===== config.mk =====
export PLATFORM = sky130hd
export DESIGN_NAME = subtract_from_carry_datapath
export DESIGN_NICKNAME = d
export VERILOG_FILES = /design/src/subf_pkg.sv /design/src/subtract_from_carry_datapath.sv
export SDC_FILE = /design/constraint.sdc
export NUM_CORES = 1
export LEC_CHECK = 0
export ABC_AREA = 1
export BUFFER_PORTS_ARGS = -buffer_cell sky130_fd_sc_hd__buf_4
export CAP_MARGIN = 20
export CORE_MARGIN = 2
export CORE_UTILIZATION = 40
export CTS_BUF_LIST = sky130_fd_sc_hd__clkbuf_4
export CTS_CLUSTER_SIZE = 20
export DETAILED_ROUTE_END_ITERATION = 10
export GPL_ROUTABILITY_DRIVEN = 0
export GPL_TIMING_DRIVEN = 1
export PLACE_DENSITY_LB_ADDON = 0.12
export SETUP_SLACK_MARGIN = 0.5
export SYNTH_ARGS = -nofsm -noshare
export SYNTH_HDL_FRONTEND = slang
export SYNTH_SLANG_ARGS = --single-unit

===== constraint.sdc =====
create_clock -name clk -period 5.9 [get_ports clk]
set_input_delay 1.77 -clock clk [delete_from_list [all_inputs] [get_ports clk]]
set_output_delay 1.77 -clock clk [all_outputs]
set_load 0.01 [all_outputs]

===== src/subf_pkg.sv =====
/*
 * Constants and types for the subtract-from datapath: instruction field
 * positions, opcodes, register map, flag and status bit positions.
 * Assumes instruction bit 0 (big-endian numbering) is bit 31 of the word.
 */
package subf_pkg;

	localparam int          DATA_W      = 32;
	localparam int          ADDR_W      = 4;
	localparam int          STATUS_W    = 3;
	localparam int          FLAGS_W     = 3;
	localparam int          CR_W        = 4;
	localparam int          FIELD_W     = 5;
	localparam int          IMM_W       = 16;

	// Instruction field positions (little-endian view of the word)
	localparam int          OPC_HI      = 31;
	localparam int          OPC_LO      = 26;
	localparam int          TGT_HI      = 25;
	localparam int          TGT_LO      = 21;
	localparam int          OE_POS      = 10;
	localparam int          XO_HI       = 9;
	localparam int          XO_LO       = 1;
	localparam int          REC_POS     = 0;
	localparam int          IMM_HI      = 15;
	localparam int          IMM_LO      = 0;

	localparam logic [5:0]  PRIMARY_EXT = 6'h1f;
	localparam logic [5:0]  PRIMARY_IMM = 6'h08;
	localparam logic [8:0]  XO_EXT      = 9'h088;
	localparam logic [8:0]  XO_MINUS    = 9'h0e8;
	localparam logic [31:0] ALL_ONES    = 32'hffffffff;
	localparam logic [15:0] IMM_MINUS1  = 16'hffff;

	// Register map
	localparam logic [3:0]  FLAGS_ADDR  = 4'h0;
	localparam logic [3:0]  STATUS_ADDR = 4'h4;
	localparam logic [3:0]  MASK_ADDR   = 4'h8;
	localparam logic [3:0]  RESULT_ADDR = 4'hc;

	localparam int          FLAG_CARRY  = 0;
	localparam int          FLAG_OVF    = 1;
	localparam int          FLAG_SO     = 2;

	localparam int          EV_OVF      = 0;
	localparam int          EV_DONE     = 1;
	localparam int          EV_ILLEGAL  = 2;

	localparam int          CR_NEG      = 3;
	localparam int          CR_POS      = 2;
	localparam int          CR_ZERO     = 1;
	localparam int          CR_SO       = 0;

	localparam logic [2:0]  STATUS_RST  = 3'h0;
	localparam logic [2:0]  MASK_RST    = 3'h0;
	localparam logic [3:0]  CR_RST      = 4'h0;
	localparam logic [4:0]  FIELD_RST   = 5'h00;
	localparam logic [31:0] WORD_RST    = 32'h00000000;

	typedef enum logic [3:0] {
		OP_NONE  = 4'h1,
		OP_EXT   = 4'h2,
		OP_IMM   = 4'h4,
		OP_MINUS = 4'h8
	} op_t;

endpackage : subf_pkg


===== src/subtract_from_carry_datapath.sv =====
/*
 * Single-cycle subtract-from datapath: extended, immediate carrying and
 * minus-one extended forms, with carry/overflow/summary-overflow flags,
 * condition field zero, a small register port and one interrupt.
 * Assumes the decoder presents an instruction with both source register
 * values in the same cycle, all on clk; results appear one cycle later.
 */
//
// Function
// - Extended subtract adds inverted first source, second source and carry into the target.
// - Immediate carrying subtract adds inverted source, one and the sign-extended immediate.
// - Immediate carrying subtract decodes from primary opcode 08 with target, source, imm16.
// - An immediate of minus one yields exactly the inverse of the source register.
// - Immediate carrying subtract has one form and never touches condition field zero.
// - Immediate carrying subtract always updates the carry flag from its carry out.
// - Minus-one extended subtract adds inverted source, carry and the all-ones word.
// - Minus-one extended subtract decodes from opcode 31, extended 232, OE at 21, record at 31.
// - Every minus-one extended form updates the carry flag regardless of OE and record.
// - With OE set, overflow and summary overflow are updated as well.
// - With record set, condition field zero gets negative, positive, zero and summary overflow.
// - Both mnemonic sets are the same hardware; four forms differ only in flags written.
// - Overflow and sign indications treat operands and results as 32-bit signed values.
// - Extended subtract decodes from opcode 31, extended 136, same OE and record positions.
`timescale 1ns/1ps

module subtract_from_carry_datapath
	import subf_pkg::*;
(
	input  wire logic                clk,
	input  wire logic                reset,
	input  wire logic                instr_valid,
	input  wire logic [DATA_W-1:0]   instr,
	input  wire logic [DATA_W-1:0]   first_source_value,
	input  wire logic [DATA_W-1:0]   second_source_value,
	input  wire logic [ADDR_W-1:0]   reg_addr,
	input  wire logic [DATA_W-1:0]   reg_wdata,
	input  wire logic                reg_wr,
	input  wire logic                reg_rd,
	output logic      [DATA_W-1:0]   reg_rdata_ff,
	output logic      [DATA_W-1:0]   result_ff,
	output logic      [FIELD_W-1:0]  target_register_field_ff,
	output logic                     result_write_ff,
	output logic      [CR_W-1:0]     cr0_ff,
	output logic                     cr0_write_ff,
	output logic                     carry_flag_ff,
	output logic                     overflow_flag_ff,
	output logic                     summary_overflow_ff,
	output logic                     irq_ff
);

	op_t                   op;
	logic [5:0]            opcode;
	logic [8:0]            ext_opcode;
	logic [IMM_W-1:0]      imm;
	logic [DATA_W-1:0]     inv_a;
	logic [DATA_W-1:0]     addend;
	logic                  carry_in;
	logic [DATA_W:0]       sum;
	logic [DATA_W-1:0]     sum_word;
	logic                  carry_out;
	logic                  ovf;
	logic                  is_x_form;
	logic                  oe_form;
	logic                  record_bit;
	logic                  exec;
	logic                  illegal;
	logic                  flags_wr;
	logic                  status_wr;
	logic                  mask_wr;
	logic                  cur_so;
	logic                  nxt_so;
	logic [STATUS_W-1:0]   status_ff;
	logic [STATUS_W-1:0]   mask_ff;
	logic [STATUS_W-1:0]   events;
	logic [STATUS_W-1:0]   nxt_status;

	assign opcode     = instr[OPC_HI:OPC_LO];
	assign ext_opcode = instr[XO_HI:XO_LO];
	assign imm        = instr[IMM_HI:IMM_LO];

	// Decode; the two mnemonic families carry identical encodings, so one path serves both
	always_comb begin
		op = OP_NONE;
		if (instr_valid) begin
			if (opcode == PRIMARY_IMM) begin
				op = OP_IMM;
			end else if (opcode == PRIMARY_EXT && ext_opcode == XO_EXT) begin
				op = OP_EXT;
			end else if (opcode == PRIMARY_EXT && ext_opcode == XO_MINUS) begin
				op = OP_MINUS;
			end
		end
	end

	assign exec      = (op != OP_NONE);
	assign illegal   = instr_valid && (op == OP_NONE);
	assign is_x_form = (op == OP_EXT) || (op == OP_MINUS);
	// Immediate form has no OE or record bit: its low half is the immediate
	assign oe_form    = is_x_form && instr[OE_POS];
	assign record_bit = is_x_form && instr[REC_POS];

	// Operand select feeding one shared adder
	assign inv_a = ~first_source_value;
	always_comb begin
		case (op)
			OP_EXT: begin
				addend   = second_source_value;
				carry_in = carry_flag_ff;
			end
			OP_IMM: begin
				addend   = {{(DATA_W-IMM_W){imm[IMM_W-1]}}, imm};
				carry_in = 1'b1;
			end
			OP_MINUS: begin
				addend   = ALL_ONES;
				carry_in = carry_flag_ff;
			end
			default: begin
				addend   = WORD_RST;
				carry_in = 1'b0;
			end
		endcase
	end

	assign sum       = {1'b0, inv_a} + {1'b0, addend} + {{DATA_W{1'b0}}, carry_in};
	assign sum_word  = sum[DATA_W-1:0];
	assign carry_out = sum[DATA_W];
	// Signed overflow: like-signed addends giving an unlike-signed sum
	assign ovf = (inv_a[DATA_W-1] == addend[DATA_W-1]) &&
	             (sum_word[DATA_W-1] != inv_a[DATA_W-1]);

	// Register port decode
	assign flags_wr  = reg_wr && (reg_addr == FLAGS_ADDR);
	assign status_wr = reg_wr && (reg_addr == STATUS_ADDR);
	assign mask_wr   = reg_wr && (reg_addr == MASK_ADDR);

	// Software may clear summary overflow; an overflow in the same cycle still sets it
	assign cur_so = flags_wr ? reg_wdata[FLAG_SO] : summary_overflow_ff;
	assign nxt_so = (oe_form && ovf) ? 1'b1 : cur_so;

	// Carry flag: every executed form writes it
	always_ff @(posedge clk) begin
		if (reset) begin
			carry_flag_ff <= 1'b0;
		end else if (exec) begin
			carry_flag_ff <= carry_out;
		end else if (flags_wr) begin
			carry_flag_ff <= reg_wdata[FLAG_CARRY];
		end
	end

	// Overflow and summary overflow: only OE forms touch them
	always_ff @(posedge clk) begin
		if (reset) begin
			overflow_flag_ff    <= 1'b0;
			summary_overflow_ff <= 1'b0;
		end else begin
			if (oe_form) begin
				overflow_flag_ff <= ovf;
			end else if (flags_wr) begin
				overflow_flag_ff <= reg_wdata[FLAG_OVF];
			end
			summary_overflow_ff <= nxt_so;
		end
	end

	// Result to the register file
	always_ff @(posedge clk) begin
		if (reset) begin
			result_ff                <= WORD_RST;
			target_register_field_ff <= FIELD_RST;
			result_write_ff          <= 1'b0;
		end else begin
			result_write_ff <= exec;
			if (exec) begin
				result_ff                <= sum_word;
				target_register_field_ff <= instr[TGT_HI:TGT_LO];
			end
		end
	end

	// Condition field zero, written only by record forms
	always_ff @(posedge clk) begin
		if (reset) begin
			cr0_ff       <= CR_RST;
			cr0_write_ff <= 1'b0;
		end else begin
			cr0_write_ff <= record_bit;
			if (record_bit) begin
				cr0_ff[CR_NEG]  <= sum_word[DATA_W-1];
				cr0_ff[CR_POS]  <= !sum_word[DATA_W-1] && (sum_word != WORD_RST);
				cr0_ff[CR_ZERO] <= (sum_word == WORD_RST);
				cr0_ff[CR_SO]   <= nxt_so;
			end
		end
	end

	// Interrupt status: set wins over a write-one clear in the same cycle
	always_comb begin
		events             = '0;
		events[EV_OVF]     = oe_form && ovf;
		events[EV_DONE]    = exec;
		events[EV_ILLEGAL] = illegal;
		nxt_status = status_ff;
		if (status_wr) begin
			nxt_status = status_ff & ~reg_wdata[STATUS_W-1:0];
		end
		nxt_status = nxt_status | events;
	end

	always_ff @(posedge clk) begin
		if (reset) begin
			status_ff <= STATUS_RST;
		end else begin
			status_ff <= nxt_status;
		end
	end

	always_ff @(posedge clk) begin
		if (reset) begin
			mask_ff <= MASK_RST;
		end else if (mask_wr) begin
			mask_ff <= reg_wdata[STATUS_W-1:0];
		end
	end

	// Registered from next values so the line tracks the status bits exactly
	always_ff @(posedge clk) begin
		if (reset) begin
			irq_ff <= 1'b0;
		end else if (mask_wr) begin
			irq_ff <= |(nxt_status & reg_wdata[STATUS_W-1:0]);
		end else begin
			irq_ff <= |(nxt_status & mask_ff);
		end
	end

	// Read data one cycle after the strobe, zero otherwise and for unmapped addresses
	always_ff @(posedge clk) begin
		if (reset) begin
			reg_rdata_ff <= WORD_RST;
		end else begin
			reg_rdata_ff <= WORD_RST;
			if (reg_rd) begin
				if (reg_addr == FLAGS_ADDR) begin
					reg_rdata_ff[FLAGS_W-1:0] <= {summary_overflow_ff, overflow_flag_ff,
					                              carry_flag_ff};
				end else if (reg_addr == STATUS_ADDR) begin
					reg_rdata_ff[STATUS_W-1:0] <= status_ff;
				end else if (reg_addr == MASK_ADDR) begin
					reg_rdata_ff[STATUS_W-1:0] <= mask_ff;
				end else if (reg_addr == RESULT_ADDR) begin
					reg_rdata_ff <= result_ff;
				end
			end
		end
	end

	// Checks
	logic [DATA_W-1:0] chk_ext;
	logic [DATA_W-1:0] chk_minus;
	assign chk_ext   = inv_a + second_source_value + {{(DATA_W-1){1'b0}}, carry_flag_ff};
	assign chk_minus = inv_a + ALL_ONES + {{(DATA_W-1){1'b0}}, carry_flag_ff};
endmodule : subtract_from_carry_datapath


== After elaboration in Yosys (flattened, before gate mapping) ==
Cells that the tools add are included.

* Register bits: 85
* Output and inout bits: 79
* Logic and storage cells: 78

* Add/subtract/negate cells: 2
* Eq/ne operators: 14
* Multiplexer cells: 18
* Bitwise gates (word level): 8
* Reduce and logical (&&, ||, !) cells: 23

{| class="wikitable"
|+ Operators by type and width
! kind !! number
|-
| 32-bit one-hot mux with 3 select lines || 1
|-
| 32-bit by 32-bit adder with 33-bit output || 1
|-
| 33-bit by 1-bit adder with 33-bit output || 1
|-
| 32-bit zero test || 1
|-
| 32-bit NOT || 1
|-
| 32-bit nonzero test || 1
|-
| 9-bit by 8-bit equality test with 1-bit output (second input constant) || 2
|-
| 4-bit 2-to-1 mux || 4
|-
| 3-bit 2-to-1 mux || 5
|-
| 4-bit equality test (second input constant) || 3
|-
| 1-bit logical AND || 11
|-
| 3-bit bitwise AND || 3
|-
| 4-bit by 3-bit equality test with 1-bit output (second input constant) || 2
|-
| 1-bit 2-to-1 mux || 7
|-
| 6-bit by 4-bit equality test with 1-bit output (second input constant) || 1
|-
| 6-bit by 5-bit equality test with 1-bit output (second input constant) || 1
|-
| 3-bit OR reduction || 2
|-
| 6-bit OR reduction || 1
|-
| 4-bit by 1-bit equality test with 1-bit output (second input constant) || 1
|-
| 4-bit by 2-bit equality test with 1-bit output (second input constant) || 1
|-
| 4-bit zero test || 1
|-
| 4-bit by 1-bit != test with 1-bit output (second input constant) || 1
|-
| 2-bit nonzero test || 2
|-
| 2-bit OR reduction || 2
|-
| 8 further kinds || 9
|}

== Depth between registers and ports, before layout ==
Gate-level depths: netlist (run 1).

* Word-level depth: 17
* Mapped depth: 28

== Worst setup path before layout (run 1) ==
No wires, ideal clock.

* Path kind: input-to-reg
* From: in instr[27]
* To: reg cr0_ff[2]
* Library setup time: 134 ps
* Data arrival time: 4702 ps
* Setup slack: 1064 ps
* Stages on the path: 24
* Path buffers: 2
* Path through: nand2_1 inv_1 nand4_1 nor3_2 nand3_1 nand3_1 nand2_2 buf_6 buf_2 nor2_1 fa_1 fa_1 nand3_1 nand3_1 nand2_1 nand2_1 xnor2_1 nand3_1 nor2_1 nand2_1 nor2_1 nand3_2 nand2_1 a21oi_1

* Word-level cells in the longest chain between the ends: 12
* Elaborated cells between the ends (all ways): 21
* Classes of those cells: add/sub (2); eq/ne (5); mux (6); reduce/logical (8)

{| class="wikitable"
|+ Ends and longest elaborated chain
! item !! line !! source
|-
| start, declared || subtract_from_carry_datapath.sv:32 || <nowiki>input wire logic [DATA_W-1:0] instr,</nowiki>
|-
| 6-bit by 5-bit equality test with 1-bit output || subtract_from_carry_datapath.sv:87, subtract_from_carry_datapath.sv:89 ||
|-
| 1-bit logical AND || subtract_from_carry_datapath.sv:89 || <nowiki>end else if (opcode == PRIMARY_EXT && ext_opcode == XO_MINUS) begin</nowiki>
|-
| 4-bit 2-to-1 mux || subtract_from_carry_datapath.sv:89 ||
|-
| 4-bit 2-to-1 mux || subtract_from_carry_datapath.sv:87 || <nowiki>end else if (opcode == PRIMARY_EXT && ext_opcode == XO_EXT) begin</nowiki>
|-
| 4-bit 2-to-1 mux (*) || subtract_from_carry_datapath.sv:85 || <nowiki>if (opcode == PRIMARY_IMM) begin</nowiki>
|-
| 4-bit 2-to-1 mux (*) || subtract_from_carry_datapath.sv:84 || <nowiki>if (instr_valid) begin</nowiki>
|-
| 4-bit equality test, or another cell as far along || subtract_from_carry_datapath.sv:97, subtract_from_carry_datapath.sv:105 ||
|-
| 32-bit one-hot mux with 3 select lines or 2-bit OR reduction (tied branches) || n/a ||
|-
| 32-bit by 32-bit adder with 33-bit output or 1-bit one-hot mux with 2 select lines (tied branches) || subtract_from_carry_datapath.sv:125, subtract_from_carry_datapath.sv:105 ||
|-
| 33-bit by 1-bit adder with 33-bit output || subtract_from_carry_datapath.sv:125 || <nowiki>assign sum = {1'b0, inv_a} + {1'b0, addend} + {{DATA_W{1'b0}}, carry_in};</nowiki>
|-
| 32-bit nonzero test or 1-bit zero test (tied branches) || subtract_from_carry_datapath.sv:191 || <nowiki>cr0_ff[CR_POS] <= !sum_word[DATA_W-1] && (sum_word != WORD_RST);</nowiki>
|-
| 1-bit logical AND || subtract_from_carry_datapath.sv:191 ||
|-
| end signal, assigned by index || subtract_from_carry_datapath.sv:191 ||
|-
| end signal, assigned by index || subtract_from_carry_datapath.sv:192 || <nowiki>cr0_ff[CR_ZERO] <= (sum_word == WORD_RST);</nowiki>
|-
| end signal, assigned by index || subtract_from_carry_datapath.sv:193 || <nowiki>cr0_ff[CR_SO] <= nxt_so;</nowiki>
|-
| end, declared || subtract_from_carry_datapath.sv:43 || <nowiki>output logic [CR_W-1:0] cr0_ff,</nowiki>
|}

Every way passes the cells marked *; elsewhere a longest branch is shown, timed or not.
A chain may end at the register's enable or synchronous reset.

== Worst setup path in the final report (run 1) ==
* From: in instr[31]
* To: reg cr0_ff[2]

The elaborated chain is that of the path after synthesis.

==> impl_summary.txt, run 1 <==
----------------------------------------------------
[Outcome]
  Outcome ... complete, no violations

[Clocking]
  Clock sink count ... 85
  Number of buffers created by CTS ... 9
  CTS tree ... built
  Clock Pin Slew Worst Setup and Hold Paths ... 140 ps
  Max Root-Sink Buffers ... 2
  Level count of the clock H-tree ... 3
  Number of buffers added to fix hold violations after cts ... 0
  Root buffer cell ... sky130_fd_sc_hd__clkbuf_4
  Clock latency on the worst-skew pair ... 430 ps

[Global route]
  Via count of the first global-routing pass ... 6097
  Global-route wire length before repair ... 28.81 mm
  Pin count of the biggest net entering global routing ... 50
  Initial antenna violation count ... 1
  Total track usage ... 0.2137
  Overflow after GRT ... 0

[STA]
  Post-layout minimum cycle time ... 5000 ps
  Final-layout worst hold slack ... 461.5 ps
  Peak Freq ... 200.0 MHz
  Setup TNS ... 0 ps
  Unrepaired setup endpoints after global routing ... false
  Endpoints failing hold ... 0
  Measured slew at the worst slew-check pin ... 842.7 ps
  # setup viols final ... 0
  Normalized max-slew margin ... 0.4376
  Worst Skew ... 14.27 ps
  Final count of pins violating max slew ... 0
  Fraction of the cycle the final worst path needs ... 0.8474

[Floorplan]
  Boundary pin count ... 216
  Cell row count ... 45
  Die area ... 16830 um2
  Chip width ... 129.7 um
  Standard cell core area ... 15310 um2
  Starting density of the core ... 0.4129
  Die Span Y ... 129.7 um

[Critical path]
  Critical Path Max Stage Delay ... 420 ps
  Maximum fanout encountered on the critical timing path ... 19
  Nature of the critical path endpoint ... flop
  Crit path arrival time ... 5330 ps
  Required @ worst endpoint ... 6230 ps
  CP Launch Type ... input pin
  Most used cell along the critical path ... sky130_fd_sc_hd__nand2_1
  Crit Path Category ... in2reg
  Critical Path Slowest Stage Cell ... sky130_fd_sc_hd__fa_2

[Job]
  Max-cap check violation count ... 0

[Power and ir drop]
  Maximum ir drop on the vdd rail ... 0.08238 mV
  Power per cell area ... 139.3 nW/um2
  Leak pwr ... 4.564 nW
  Total chip power ... 1.125 mW

[Route]
  DR DRC count ... 0
  Routed len/inst ... 12.22 um
  DR vias/cell ... 4.616
  Drt pass-1 iters ... 5
  Wire length after detailed routing ... 17.84 mm
  Total via count in the routed design ... 6739
  Number of DRC markers after the initial detailed-route iteration ... 340
  Post-DRT Antenna Nets ... 0

[Synth]
  Count of different cell masters after synthesis ... 40
  Synthesized Nets ... 1236
  Number of synthesized register bits ... 85
  Synth Warn # ... 0
  Mapped cell area ... 6324 um2
  Cells after Synth ... 1066
  Mapped Avg Cell Area ... 5.932 um2
  Synth async-reset ratio ... 0
  Most instantiated flip-flop cell in the synthesis netlist ... sky130_fd_sc_hd__dfxtp_1
  Number of enable-type register cells in the synthesized netlist ... 0
  Fraction of the yosys area taken by sequential cells ... 0.2691

[Final layout]
  Design Area, Final ... 8073 um2
  Highest-count cells in the layout ignoring fill and taps ... sky130_fd_sc_hd__nand2_1, sky130_fd_sc_hd__inv_1, sky130_fd_sc_hd__buf_4, sky130_fd_sc_hd__nor2_1, sky130_fd_sc_hd__dfxtp_1
  Layout Utilization ... 0.5271
  Total number of nets in the final design ... 1413
  Proportion of layout cells with a drive suffix above 1 ... 0.2019
  Layout-stage area growth over the synthesis result ... 27.66%
  Commonest non-fill, non-tap cell in the layout ... sky130_fd_sc_hd__nand2_1

[Worst hold path]
  Hold crit path type ... reg2reg

[Placed design]
  Area post-placement ... 7890 um2
  Count of buffers from port buffering ... 181
  Half-perimeter wire length of the detailed placement result ... 15.17 mm

----------------------------------------------------
==> through the flow <==
step | instances | setup slack [ps]
floorplan | 1066 | 1064
global placement | 1442 | 298.4
detailed placement | 1442 | 240.1
CTS | 1458 | 720.1
global route | 1460 | 519.5
finish | 1460 | 900.3
==> path summary, 6_finish.rpt <==
| check | cells past startpoint | to | slack [ps] | from |
|---|---|---|---|---|
| hold reg to reg | 2 | reg_rdata_ff[5]$_SDFF_PP0_ | 460 | result_ff[5]$_SDFFE_PP0P_ |
| hold / removal | 2 | reg_rdata_ff[5]$_SDFF_PP0_ | 460 | result_ff[5]$_SDFFE_PP0P_ |
| setup / recovery | 25 | cr0_ff[2]$_SDFFE_PP0P_ | 900 | instr[31] |
| setup reg to reg | 18 | cr0_ff[2]$_SDFFE_PP0P_ | 2960 | carry_flag_ff$_SDFFE_PP0P_ |
==> power breakdown <==
group / switching (mW) / leakage (nW) / internal [mW] / total [mW]
sequential: 0.00244 / 0.685 / 0.577 / 0.580
clock: 0.192 / 0.0868 / 0.177 / 0.369
combinational: 0.0964 / 3.79 / 0.0797 / 0.176
==> logic make-up (layout without fill, tap and decap cells) <==
kind of cell               count (synthesis)  count (layout)  share of synthesized area
DFF                                       85              85                     0.2691
xor gates and xnor gates                  10              10                    0.01504
AOI/OAI and AO/OA                        129             129                     0.1209
muxes                                      1               1                   0.001583
other                                      0               1                          0
adders and majority gates                 33              33                    0.06767
and+or+nand+nor                          540             540                     0.3643
buffers and inverters                    268             450                     0.1615
==> cells in the mapped netlist, drive strengths merged, types with 2 or more instances <==
| library cell | count | share of area |
|---|---|---|
| nand2 | 326 | 0.20 |
| inv | 247 | 0.15 |
| nor2 | 128 | 0.085 |
| dfxtp | 85 | 0.27 |
| a21oi | 56 | 0.046 |
| o21ai | 47 | 0.037 |
| nand3 | 40 | 0.033 |
| ha | 31 | 0.061 |
| nand4 | 24 | 0.025 |
| a221o | 14 | 0.022 |
| clkbuf | 12 | 0.0071 |
| nor3 | 11 | 0.011 |
| buf | 9 | 0.0077 |
| and2 | 5 | 0.0049 |
| xnor2 | 5 | 0.0069 |
| xor2 | 5 | 0.0081 |
| a221oi | 4 | 0.0055 |
| nand3b | 3 | 0.0036 |
| a31oi | 2 | 0.0020 |
| fa | 2 | 0.0063 |
| nor4 | 2 | 0.0020 |
| o21bai | 2 | 0.0024 |
==> layer usage <==
metal,wire [um],global-route usage,vias up
li1,-,-,3627
met1,8979,0.2996,2933
met2,7797,0.3529,165
met3,878,0.02460,14
met4,184,0.05060,0
met5,0,0,-
==> timing repair <==
| action | in CTS | in global routing |
|---|---|---|
| buffers inserted | 0 | 1 |
| gates resized for setup | 0 | 3 |
| setup endpoints to repair | 0 | 2 |
==> worst max-delay path, delay by kind of cell <==
kind | cells | cell delay [ps]
buffers and inverters | 3 | 360
AOI/OAI and AO/OA | 2 | 320
adders and majority gates | 2 | 830
and+or+nand+nor | 18 | 2020
==> final cells by class <==
cell class | count | area [um2]
diodes | 1 | 2.502
clock buffers | 10 | 75.07
clock inverters | 6 | 86.33
fillers | 1667 | 7242
inverters | 247 | 927.1
multi-input cells | 713 | 3612
flip-flops and latches | 85 | 1702
well taps | 211 | 264.0
repair buffers | 187 | 1404
==> flip-flops by register name, summed over array words and instances (netlist names), 3 cells and up <==
signal / count
status_ff: 3
target_register_field_ff: 5
mask_ff: 3
result_ff: 32
reg_rdata_ff: 32
cr0_ff: 4
No activity file was read; power rests on OpenSTA's default activity.
==> run 2: changes to the inputs <==
--- a/config.mk
+++ b/config.mk
@@ -5,7 +5,7 @@
 export SDC_FILE = /design/constraint.sdc
 export NUM_CORES = 1
 export LEC_CHECK = 0
-export ABC_AREA = 1
+export ABC_AREA = 0
 export BUFFER_PORTS_ARGS = -buffer_cell sky130_fd_sc_hd__buf_4
 export CAP_MARGIN = 20
 export CORE_MARGIN = 2
==> constraint.sdc (replaced) <==
create_clock -name clk -period 5 [get_ports clk]
set_input_delay 1.5 -clock clk [delete_from_list [all_inputs] [get_ports clk]]
set_output_delay 1.5 -clock clk [all_outputs]
set_load 0.01 [all_outputs]
==> impl_summary.txt, run 2 <==
----------------------------------------------------
[Placed design]
  Setup slack after placement ... -853.2 ps (-1093 ps)
  Half-perimeter wire length of the detailed placement result ... 14.13 mm (-6.9%)
  Cell count after placement ... 1195 (-17%)
  Count of buffers from port buffering ... 181 (unchanged)

[Clocking]
  Clock Pin Slew Worst Setup and Hold Paths ... 130 ps (about the same)
  CTS tree ... built
  Root buffer cell ... sky130_fd_sc_hd__clkbuf_4
  Max Root-Sink Buffers ... 2 (unchanged)
  Clock sink count ... 85 (unchanged)
  Level count of the clock H-tree ... 3 (unchanged)
  Number of buffers created by CTS ... 9 (unchanged)
  Clock latency on the worst-skew pair ... 440 ps (about the same)
  Number of buffers added to fix hold violations after cts ... 0 (unchanged)

[Final layout]
  Commonest non-fill, non-tap cell in the layout ... sky130_fd_sc_hd__buf_4
  Layout Cells excl Fill ... 1243 (-15%)
  Biggest regs ... reg_rdata_ff x32, result_ff x32, target_register_field_ff x5
  Total number of nets in the final design ... 1227 (-13%)
  Proportion of layout cells with a drive suffix above 1 ... 0.5075 (+0.3056)
  Highest-count cells in the layout ignoring fill and taps ... sky130_fd_sc_hd__buf_4, sky130_fd_sc_hd__dfxtp_1, sky130_fd_sc_hd__nand2_1, sky130_fd_sc_hd__nor2_1, sky130_fd_sc_hd__a21oi_1
  Layout-stage area growth over the synthesis result ... 72.07%

[Synth]
  Cell type contributing the most total cell area after synthesis ... sky130_fd_sc_hd__dfxtp_1
  Number of synthesized register bits ... 85 (unchanged)
  Most instantiated flip-flop cell in the synthesis netlist ... sky130_fd_sc_hd__dfxtp_1
  Dominant cells by area after synthesis ... sky130_fd_sc_hd__dfxtp_1, sky130_fd_sc_hd__ha_1, sky130_fd_sc_hd__nand2_1
  Simple-gate portion of the synthesized area ... 0.2414 (-0.1229)
  Adder-cell share of the synthesized area ... 0.07722 (+0.009549)
  Synthesized Nets ... 874 (-29%)
  Mapped Avg Cell Area ... 7.872 um2 (+33%)
  Mapped cell area ... 5542 um2 (-12%)
  Cells after Synth ... 704 (-34%)
  Synth async-reset ratio ... 0 (unchanged)
  Largest family of logic cells by synthesized area ... compound AO/OA/AOI/OAI gates
  Compound-Gate Fraction of Synth Area ... 0.2583 (+0.1374)
  Share of synthesized area spent on multiplexers ... 0.02303 (+0.02145)
  Count leader, synth ... sky130_fd_sc_hd__nand2_1
  Fraction of the yosys area taken by sequential cells ... 0.3071 (+0.03797)
  Top cells by count, synth ... sky130_fd_sc_hd__nand2_1, sky130_fd_sc_hd__dfxtp_1, sky130_fd_sc_hd__nor2_1
  Parity-gate share of the synthesized area counting xor and xnor cells ... 0.03635 (+0.02131)
  Count of different cell masters after synthesis ... 81 (+100%)
  Post-synth top area share ... 0.3071 (+0.03797)
  Number of enable-type register cells in the synthesized netlist ... 0 (unchanged)
  Synth Warn # ... 0 (unchanged)

[Critical path]
  CP Launch Type ... input pin
  Nature of the critical path endpoint ... flop
  Register-to-register setup slack ... 1320 ps (-1640 ps)
  Crit path arrival time ... 5700 ps (+370 ps)
  Required @ worst endpoint ... 5340 ps (-890 ps)
  Maximum fanout encountered on the critical timing path ... 7 (-12)
  Worst r2r dst ... cr0_ff[2]$_SDFFE_PP0P_
  Number of cells on the worst reg-to-reg path ... 13 (-5)
  R2r startpoint ... carry_flag_ff$_SDFFE_PP0P_
  Crit Path Category ... in2reg

[Global route]
  Total track usage ... 0.2395 (+0.02583)
  Global-route wire length before repair ... 28.94 mm (+0.45%)
  Pin count of the biggest net entering global routing ... 52 (+4.0%)
  Initial antenna violation count ... 1 (unchanged)
  Overflow after GRT ... 0 (unchanged)
  Via count of the first global-routing pass ... 6279 (+3.0%)

[Worst hold path]
  End of the worst hold path ... target_register_field_ff[1]$_SDFFE_PP0P_
  Hold crit path type ... reg2reg
  Hold_sp ... target_register_field_ff[1]$_SDFFE_PP0P_
  Hold Path Depth ... 2 (unchanged)

[Power and ir drop]
  Power per cell area ... 141.6 nW/um2 (+1.6%)
  Total chip power ... 1.350 mW (+20%)
  Leak pwr ... 4.469 nW (-2.1%)
  Maximum ir drop on the vdd rail ... 0.08810 mV (+6.9%)

[STA]
  Worst Skew ... 15.88 ps (+1.612 ps)
  Final-layout worst hold slack ... 466.3 ps (+4.798 ps)
  Endpoints failing hold ... 0 (unchanged)
  Setup TNS ... -1401 ps (-1401 ps)
  Normalized max-slew margin ... 0.6047 (+0.1672)
  Worst setup slack after layout ... -369.4 ps (-1270 ps)
  Peak Freq ... 186.2 MHz
  Unrepaired setup endpoints after global routing ... true
  # setup viols final ... 10 (+10)
  Post-layout minimum cycle time ... 5369 ps
  Measured slew at the worst slew-check pin ... 592.9 ps (-249.8 ps)
  Final count of pins violating max slew ... 0 (unchanged)
  Fraction of the cycle the final worst path needs ... 1.074

[Floorplan]
  Starting density of the core ... 0.4039 (-0.008987)
  Standard cell core area ... 13720 um2 (-10%)
  Die Span Y ... 121.7 um (-6.2%)
  Die area ... 14810 um2 (-12%)
  Chip width ... 121.7 um (-6.2%)
  Cell row count ... 43 (-4.4%)
  Boundary pin count ... 216 (unchanged)

[Route]
  Routed len/inst ... 15.13 um (+24%)
  DR vias/cell ... 5.208 (+13%)
  Drt pass-1 iters ... 5 (unchanged)
  Wire length after detailed routing ... 18.80 mm (+5.4%)
  Post-DRT Antenna Nets ... 0 (unchanged)
  DR DRC count ... 0 (unchanged)
  Total via count in the routed design ... 6473 (-3.9%)
  Number of DRC markers after the initial detailed-route iteration ... 392 (+15%)

[Outcome]
  Violations in the final reports ... negative setup slack
  Outcome ... finished with violations

[Job]
  Max-cap check violation count ... 0 (unchanged)

----------------------------------------------------
[run 2: cell types whose count changed after synthesis, sizes merged, moves of 15 or more]
cell	previous run	this run
nand3	40	10
and2	5	35
a221oi	4	19
inv	247	39
nand4	24	9
clkbuf	12	29
nand2	326	88
o21ai	47	28
nor2	128	70
a21o	0	27
[run 2: kinds of logic (layout without fill, tap and decap cells)]
family	after synthesis	after routing
buf+inv	77	434
mux	9	9
fa+ha+maj	33	33
compound gates	206	206
simple gates	271	272
other cells	0	1
xor+xnor	23	23
flops	85	85
[run 2: worst max path at each step]
stage	cells past startpoint	start	slack, ps	endpoint
after floorplan	19	instr[31]	-450	cr0_ff[2]$_SDFFE_PP0P_
after global placement	19	instr[31]	-800	cr0_ff[2]$_SDFFE_PP0P_
after detailed placement	19	instr[31]	-850	cr0_ff[2]$_SDFFE_PP0P_
after CTS	18	instr[31]	-250	cr0_ff[2]$_SDFFE_PP0P_
after global routing	19	instr[31]	-460	cr0_ff[2]$_SDFFE_PP0P_
final	19	instr[31]	-370	cr0_ff[2]$_SDFFE_PP0P_
[run 2: routing by layer]
layer / wire (um) / vias to the layer above / share of wire / track usage
li1: - / 3208 / - / -
met1: 8385 / 3012 / 0.45 / 0.3132
met2: 9188 / 221 / 0.49 / 0.4122
met3: 878 / 32 / 0.047 / 0.02528
met4: 351 / 0 / 0.019 / 0.08190
met5: 0 / - / 0 / 0
[run 2: critical path, cell delays in order]
cell and delay [ps]:
sky130_fd_sc_hd__buf_6 90, sky130_fd_sc_hd__or4b_4 540, sky130_fd_sc_hd__nor4_4 230, sky130_fd_sc_hd__nor3b_4 280
sky130_fd_sc_hd__buf_4 150, sky130_fd_sc_hd__and2_4 200, sky130_fd_sc_hd__a221oi_1 100, sky130_fd_sc_hd__nor2_1 120
sky130_fd_sc_hd__ha_2 330, sky130_fd_sc_hd__nand4_1 120, sky130_fd_sc_hd__o221ai_2 120, sky130_fd_sc_hd__a31o_2 260
sky130_fd_sc_hd__a2111o_1 420, sky130_fd_sc_hd__a21o_1 200, sky130_fd_sc_hd__a22o_1 240, sky130_fd_sc_hd__or4_4 410
sky130_fd_sc_hd__nor3_2 180, sky130_fd_sc_hd__buf_4 150, sky130_fd_sc_hd__o31ai_1 60
[run 2: layout make-up]
class	instances	area (um2)
well taps	180	225.2
clock inverters	5	51.30
diodes	1	2.502
clock buffers	11	82.58
fillers	1113	4184
flip-flops and latches	85	1702
inverters	39	146.4
repair buffers	379	2977
multi-input cells	543	4349
[run 2: stage by stage]
| step | cell area, um2 | util |
|---|---|---|
| after floorplan | 5763 | - |
| after global placement | 8384 | 0.6111 |
| after global routing | 9535 | 0.6950 |
| after detailed placement | 8384 | 0.6111 |
| final | 9535 | 0.6950 |
| after CTS | 8862 | 0.6460 |
[run 2: where the power goes]
part	internal (mW)	leakage, nW	switching (mW)	total, mW
Clock	0.161	0.0743	0.216	0.377
Sequential	0.680	0.685	0.00223	0.682
Combinational	0.161	3.71	0.130	0.291
[run 2: repair_timing]
action                     4_1_cts  5_1_grt
setup buffers                   14       16
resized for setup               50      103
setup endpoints to repair       27       35
cloned                           1        0
pin swaps                       21       32
==> run 3: changes to the inputs <==
--- a/config.mk
+++ b/config.mk
@@ -15,7 +15,8 @@
 export DETAILED_ROUTE_END_ITERATION = 10
 export GPL_ROUTABILITY_DRIVEN = 0
 export GPL_TIMING_DRIVEN = 1
-export PLACE_DENSITY_LB_ADDON = 0.12
+export MAX_ROUTING_LAYER = met4
+export PLACE_DENSITY = 0.68
 export SETUP_SLACK_MARGIN = 0.5
 export SYNTH_ARGS = -nofsm -noshare
 export SYNTH_HDL_FRONTEND = slang
==> impl_summary.txt, run 3 (synthesis gave the netlist of run 2 again) <==
----------------------------------------------------
[Critical path]
  CP Launch Type ... input pin
  R2r startpoint ... carry_flag_ff$_SDFFE_PP0P_
  Crit Path Category ... in2reg
  Crit path arrival time ... 5630 ps (-70 ps)
  Worst r2r dst ... cr0_ff[1]$_SDFFE_PP0P_
  Number of cells on the worst reg-to-reg path ... 12 (-1)
  Maximum fanout encountered on the critical timing path ... 8 (+1)
  Nature of the critical path endpoint ... flop
  Register-to-register setup slack ... 1410 ps (+90 ps)
  Required @ worst endpoint ... 5390 ps (+50 ps)

[Power and ir drop]
  Total chip power ... 1.386 mW (+2.7%)
  Maximum ir drop on the vdd rail ... 0.09631 mV (+9.3%)
  Leak pwr ... 4.404 nW (-1.4%)
  Power per cell area ... 149.4 nW/um2 (+5.5%)

[Outcome]
  Violations in the final reports ... negative setup slack
  Outcome ... finished with violations

[STA]
  Normalized max-slew margin ... 0.6429 (+0.03815)
  Fraction of the cycle the final worst path needs ... 1.048 (-0.02540)
  Final-layout worst hold slack ... 466.0 ps (-0.3050 ps)
  Peak Freq ... 190.8 MHz (+2.4%)
  Worst Skew ... 15.61 ps (-0.2688 ps)
  Final count of pins violating max slew ... 0 (unchanged)
  # setup viols final ... 3 (-7)
  Post-layout minimum cycle time ... 5242 ps (-127.0 ps)
  Endpoints failing hold ... 0 (unchanged)
  Unrepaired setup endpoints after global routing ... true
  Worst setup slack after layout ... -242.3 ps (+127.0 ps)
  Measured slew at the worst slew-check pin ... 531.6 ps (-61.31 ps)

[Clocking]
  Level count of the clock H-tree ... 3 (unchanged)
  Number of buffers created by CTS ... 9 (unchanged)
  Clock sink count ... 85 (unchanged)
  Clock Pin Slew Worst Setup and Hold Paths ... 130 ps (about the same)
  Clock latency on the worst-skew pair ... 440 ps (about the same)
  Root buffer cell ... sky130_fd_sc_hd__clkbuf_4
  Number of buffers added to fix hold violations after cts ... 0 (unchanged)
  Max Root-Sink Buffers ... 2 (unchanged)
  CTS tree ... built

[Worst hold path]
  End of the worst hold path ... target_register_field_ff[2]$_SDFFE_PP0P_
  Hold crit path type ... reg2reg
  Hold_sp ... target_register_field_ff[2]$_SDFFE_PP0P_
  Hold Path Depth ... 2 (unchanged)

[Global route]
  Via count of the first global-routing pass ... 5745 (-8.5%)
  Pin count of the biggest net entering global routing ... 52 (unchanged)
  Total track usage ... 0.2346 (-0.004998)
  Global-route wire length before repair ... 27.12 mm (-6.3%)
  Overflow after GRT ... 0 (unchanged)
  Initial antenna violation count ... 1 (unchanged)

[Placed design]
  Half-perimeter wire length of the detailed placement result ... 13.70 mm (-3.0%)
  Count of buffers from port buffering ... 181 (unchanged)
  Cell count after placement ... 1194 (-0.084%)

[Final layout]
  Layout-stage area growth over the synthesis result ... 67.46%
  Commonest non-fill, non-tap cell in the layout ... sky130_fd_sc_hd__buf_4
  Total number of nets in the final design ... 1212 (-1.2%)
  Layout Cells excl Fill ... 1227 (-1.3%)
  Proportion of layout cells with a drive suffix above 1 ... 0.4914 (-0.01614)
  Biggest regs ... reg_rdata_ff x32, result_ff x32, target_register_field_ff x5
  Highest-count cells in the layout ignoring fill and taps ... sky130_fd_sc_hd__buf_4, sky130_fd_sc_hd__dfxtp_1, sky130_fd_sc_hd__nand2_1, sky130_fd_sc_hd__nor2_1, sky130_fd_sc_hd__a21oi_1

[Route]
  Routed len/inst ... 14.33 um (-5.3%)
  Drt pass-1 iters ... 5 (unchanged)
  DR DRC count ... 0 (unchanged)
  Post-DRT Antenna Nets ... 0 (unchanged)
  Total via count in the routed design ... 6260 (-3.3%)
  Number of DRC markers after the initial detailed-route iteration ... 396 (+1.0%)
  DR vias/cell ... 5.102 (-2.0%)
  Wire length after detailed routing ... 17.58 mm (-6.5%)

[Job]
  Max-cap check violation count ... 0 (unchanged)

[Floorplan]
  Die Span Y ... 121.7 um (unchanged)
  Cell row count ... 43 (unchanged)
  Die area ... 14810 um2 (unchanged)
  Chip width ... 121.7 um (unchanged)
  Starting density of the core ... 0.4039 (unchanged)
  Standard cell core area ... 13720 um2 (unchanged)
  Boundary pin count ... 216 (unchanged)

----------------------------------------------------
run 3: repair_timing:
item                                    4_1_cts  5_1_grt
endpoints found under the setup margin       26       33
pin swaps                                    12       29
buffers inserted                              5       12
gates resized for setup                      55       77
run 3: per-layer routing:
| metal | wire length, um | GRT usage | vias up |
|---|---|---|---|
| li1 | - | - | 3181 |
| met1 | 8098 | 0.3148 | 2843 |
| met2 | 8253 | 0.3711 | 210 |
| met3 | 941 | 0.02903 | 26 |
| met4 | 286 | 0.07184 | 0 |
| met5 | 0 | - | - |
run 3: per-stage QoR:
stage	util	area, um2	worst slack [ps]	TNS, ps
after floorplan	-	5763	-452.8	-899.8
after global placement	0.6097	8364	-815.3	-7770
after detailed placement	0.6097	8364	-848.6	-8242
after CTS	0.6439	8833	-161.8	-323.5
after global routing	0.6764	9280	-339.4	-1617
final	0.6764	9280	-242.3	-485.8
run 3: worst max-delay path: stages:
cell and delay (ps):
sky130_fd_sc_hd__buf_6 90, sky130_fd_sc_hd__or4b_4 540, sky130_fd_sc_hd__nor4_4 190, sky130_fd_sc_hd__nor3b_2 240
sky130_fd_sc_hd__and2_4 250, sky130_fd_sc_hd__buf_6 120, sky130_fd_sc_hd__a221oi_1 60, sky130_fd_sc_hd__nor2_1 130
sky130_fd_sc_hd__ha_2 330, sky130_fd_sc_hd__nand4_1 150, sky130_fd_sc_hd__o221ai_2 130, sky130_fd_sc_hd__a31o_2 260
sky130_fd_sc_hd__a2111o_1 420, sky130_fd_sc_hd__a21o_1 200, sky130_fd_sc_hd__a22o_1 250, sky130_fd_sc_hd__or4_4 440
sky130_fd_sc_hd__nor3_4 190, sky130_fd_sc_hd__a32o_1 150
run 3: worst max path at each step:
stage / cells past startpoint / end / slack (ps) / from
after global routing: 18 / cr0_ff[1]$_SDFFE_PP0P_ / -340 / instr[31]
after CTS: 18 / cr0_ff[2]$_SDFFE_PP0P_ / -160 / instr[31]
after detailed placement: 19 / cr0_ff[2]$_SDFFE_PP0P_ / -850 / instr[29]
after floorplan: 19 / cr0_ff[2]$_SDFFE_PP0P_ / -450 / instr[31]
after global placement: 19 / cr0_ff[1]$_SDFFE_PP0P_ / -820 / instr[29]
final: 18 / cr0_ff[1]$_SDFFE_PP0P_ / -240 / instr[31]
run 3: power breakdown:
| part | leakage (nW) | switching [mW] | internal, mW |
|---|---|---|---|
| clock | 0.0799 | 0.220 | 0.203 |
| sequential | 0.685 | 0.00216 | 0.680 |
| combinational | 3.64 | 0.124 | 0.157 |
run 3: layout make-up:
cell class                 count  area [um2]
inverter                      39       146.4
sequential                    85        1702
clock buffer                  10       75.07
clock inverter                 5       76.32
multi-input combinational    542        4218
fill                        1151        4439
timing repair buffer         365        2835
antenna                        1       2.502
tap                          180       225.2
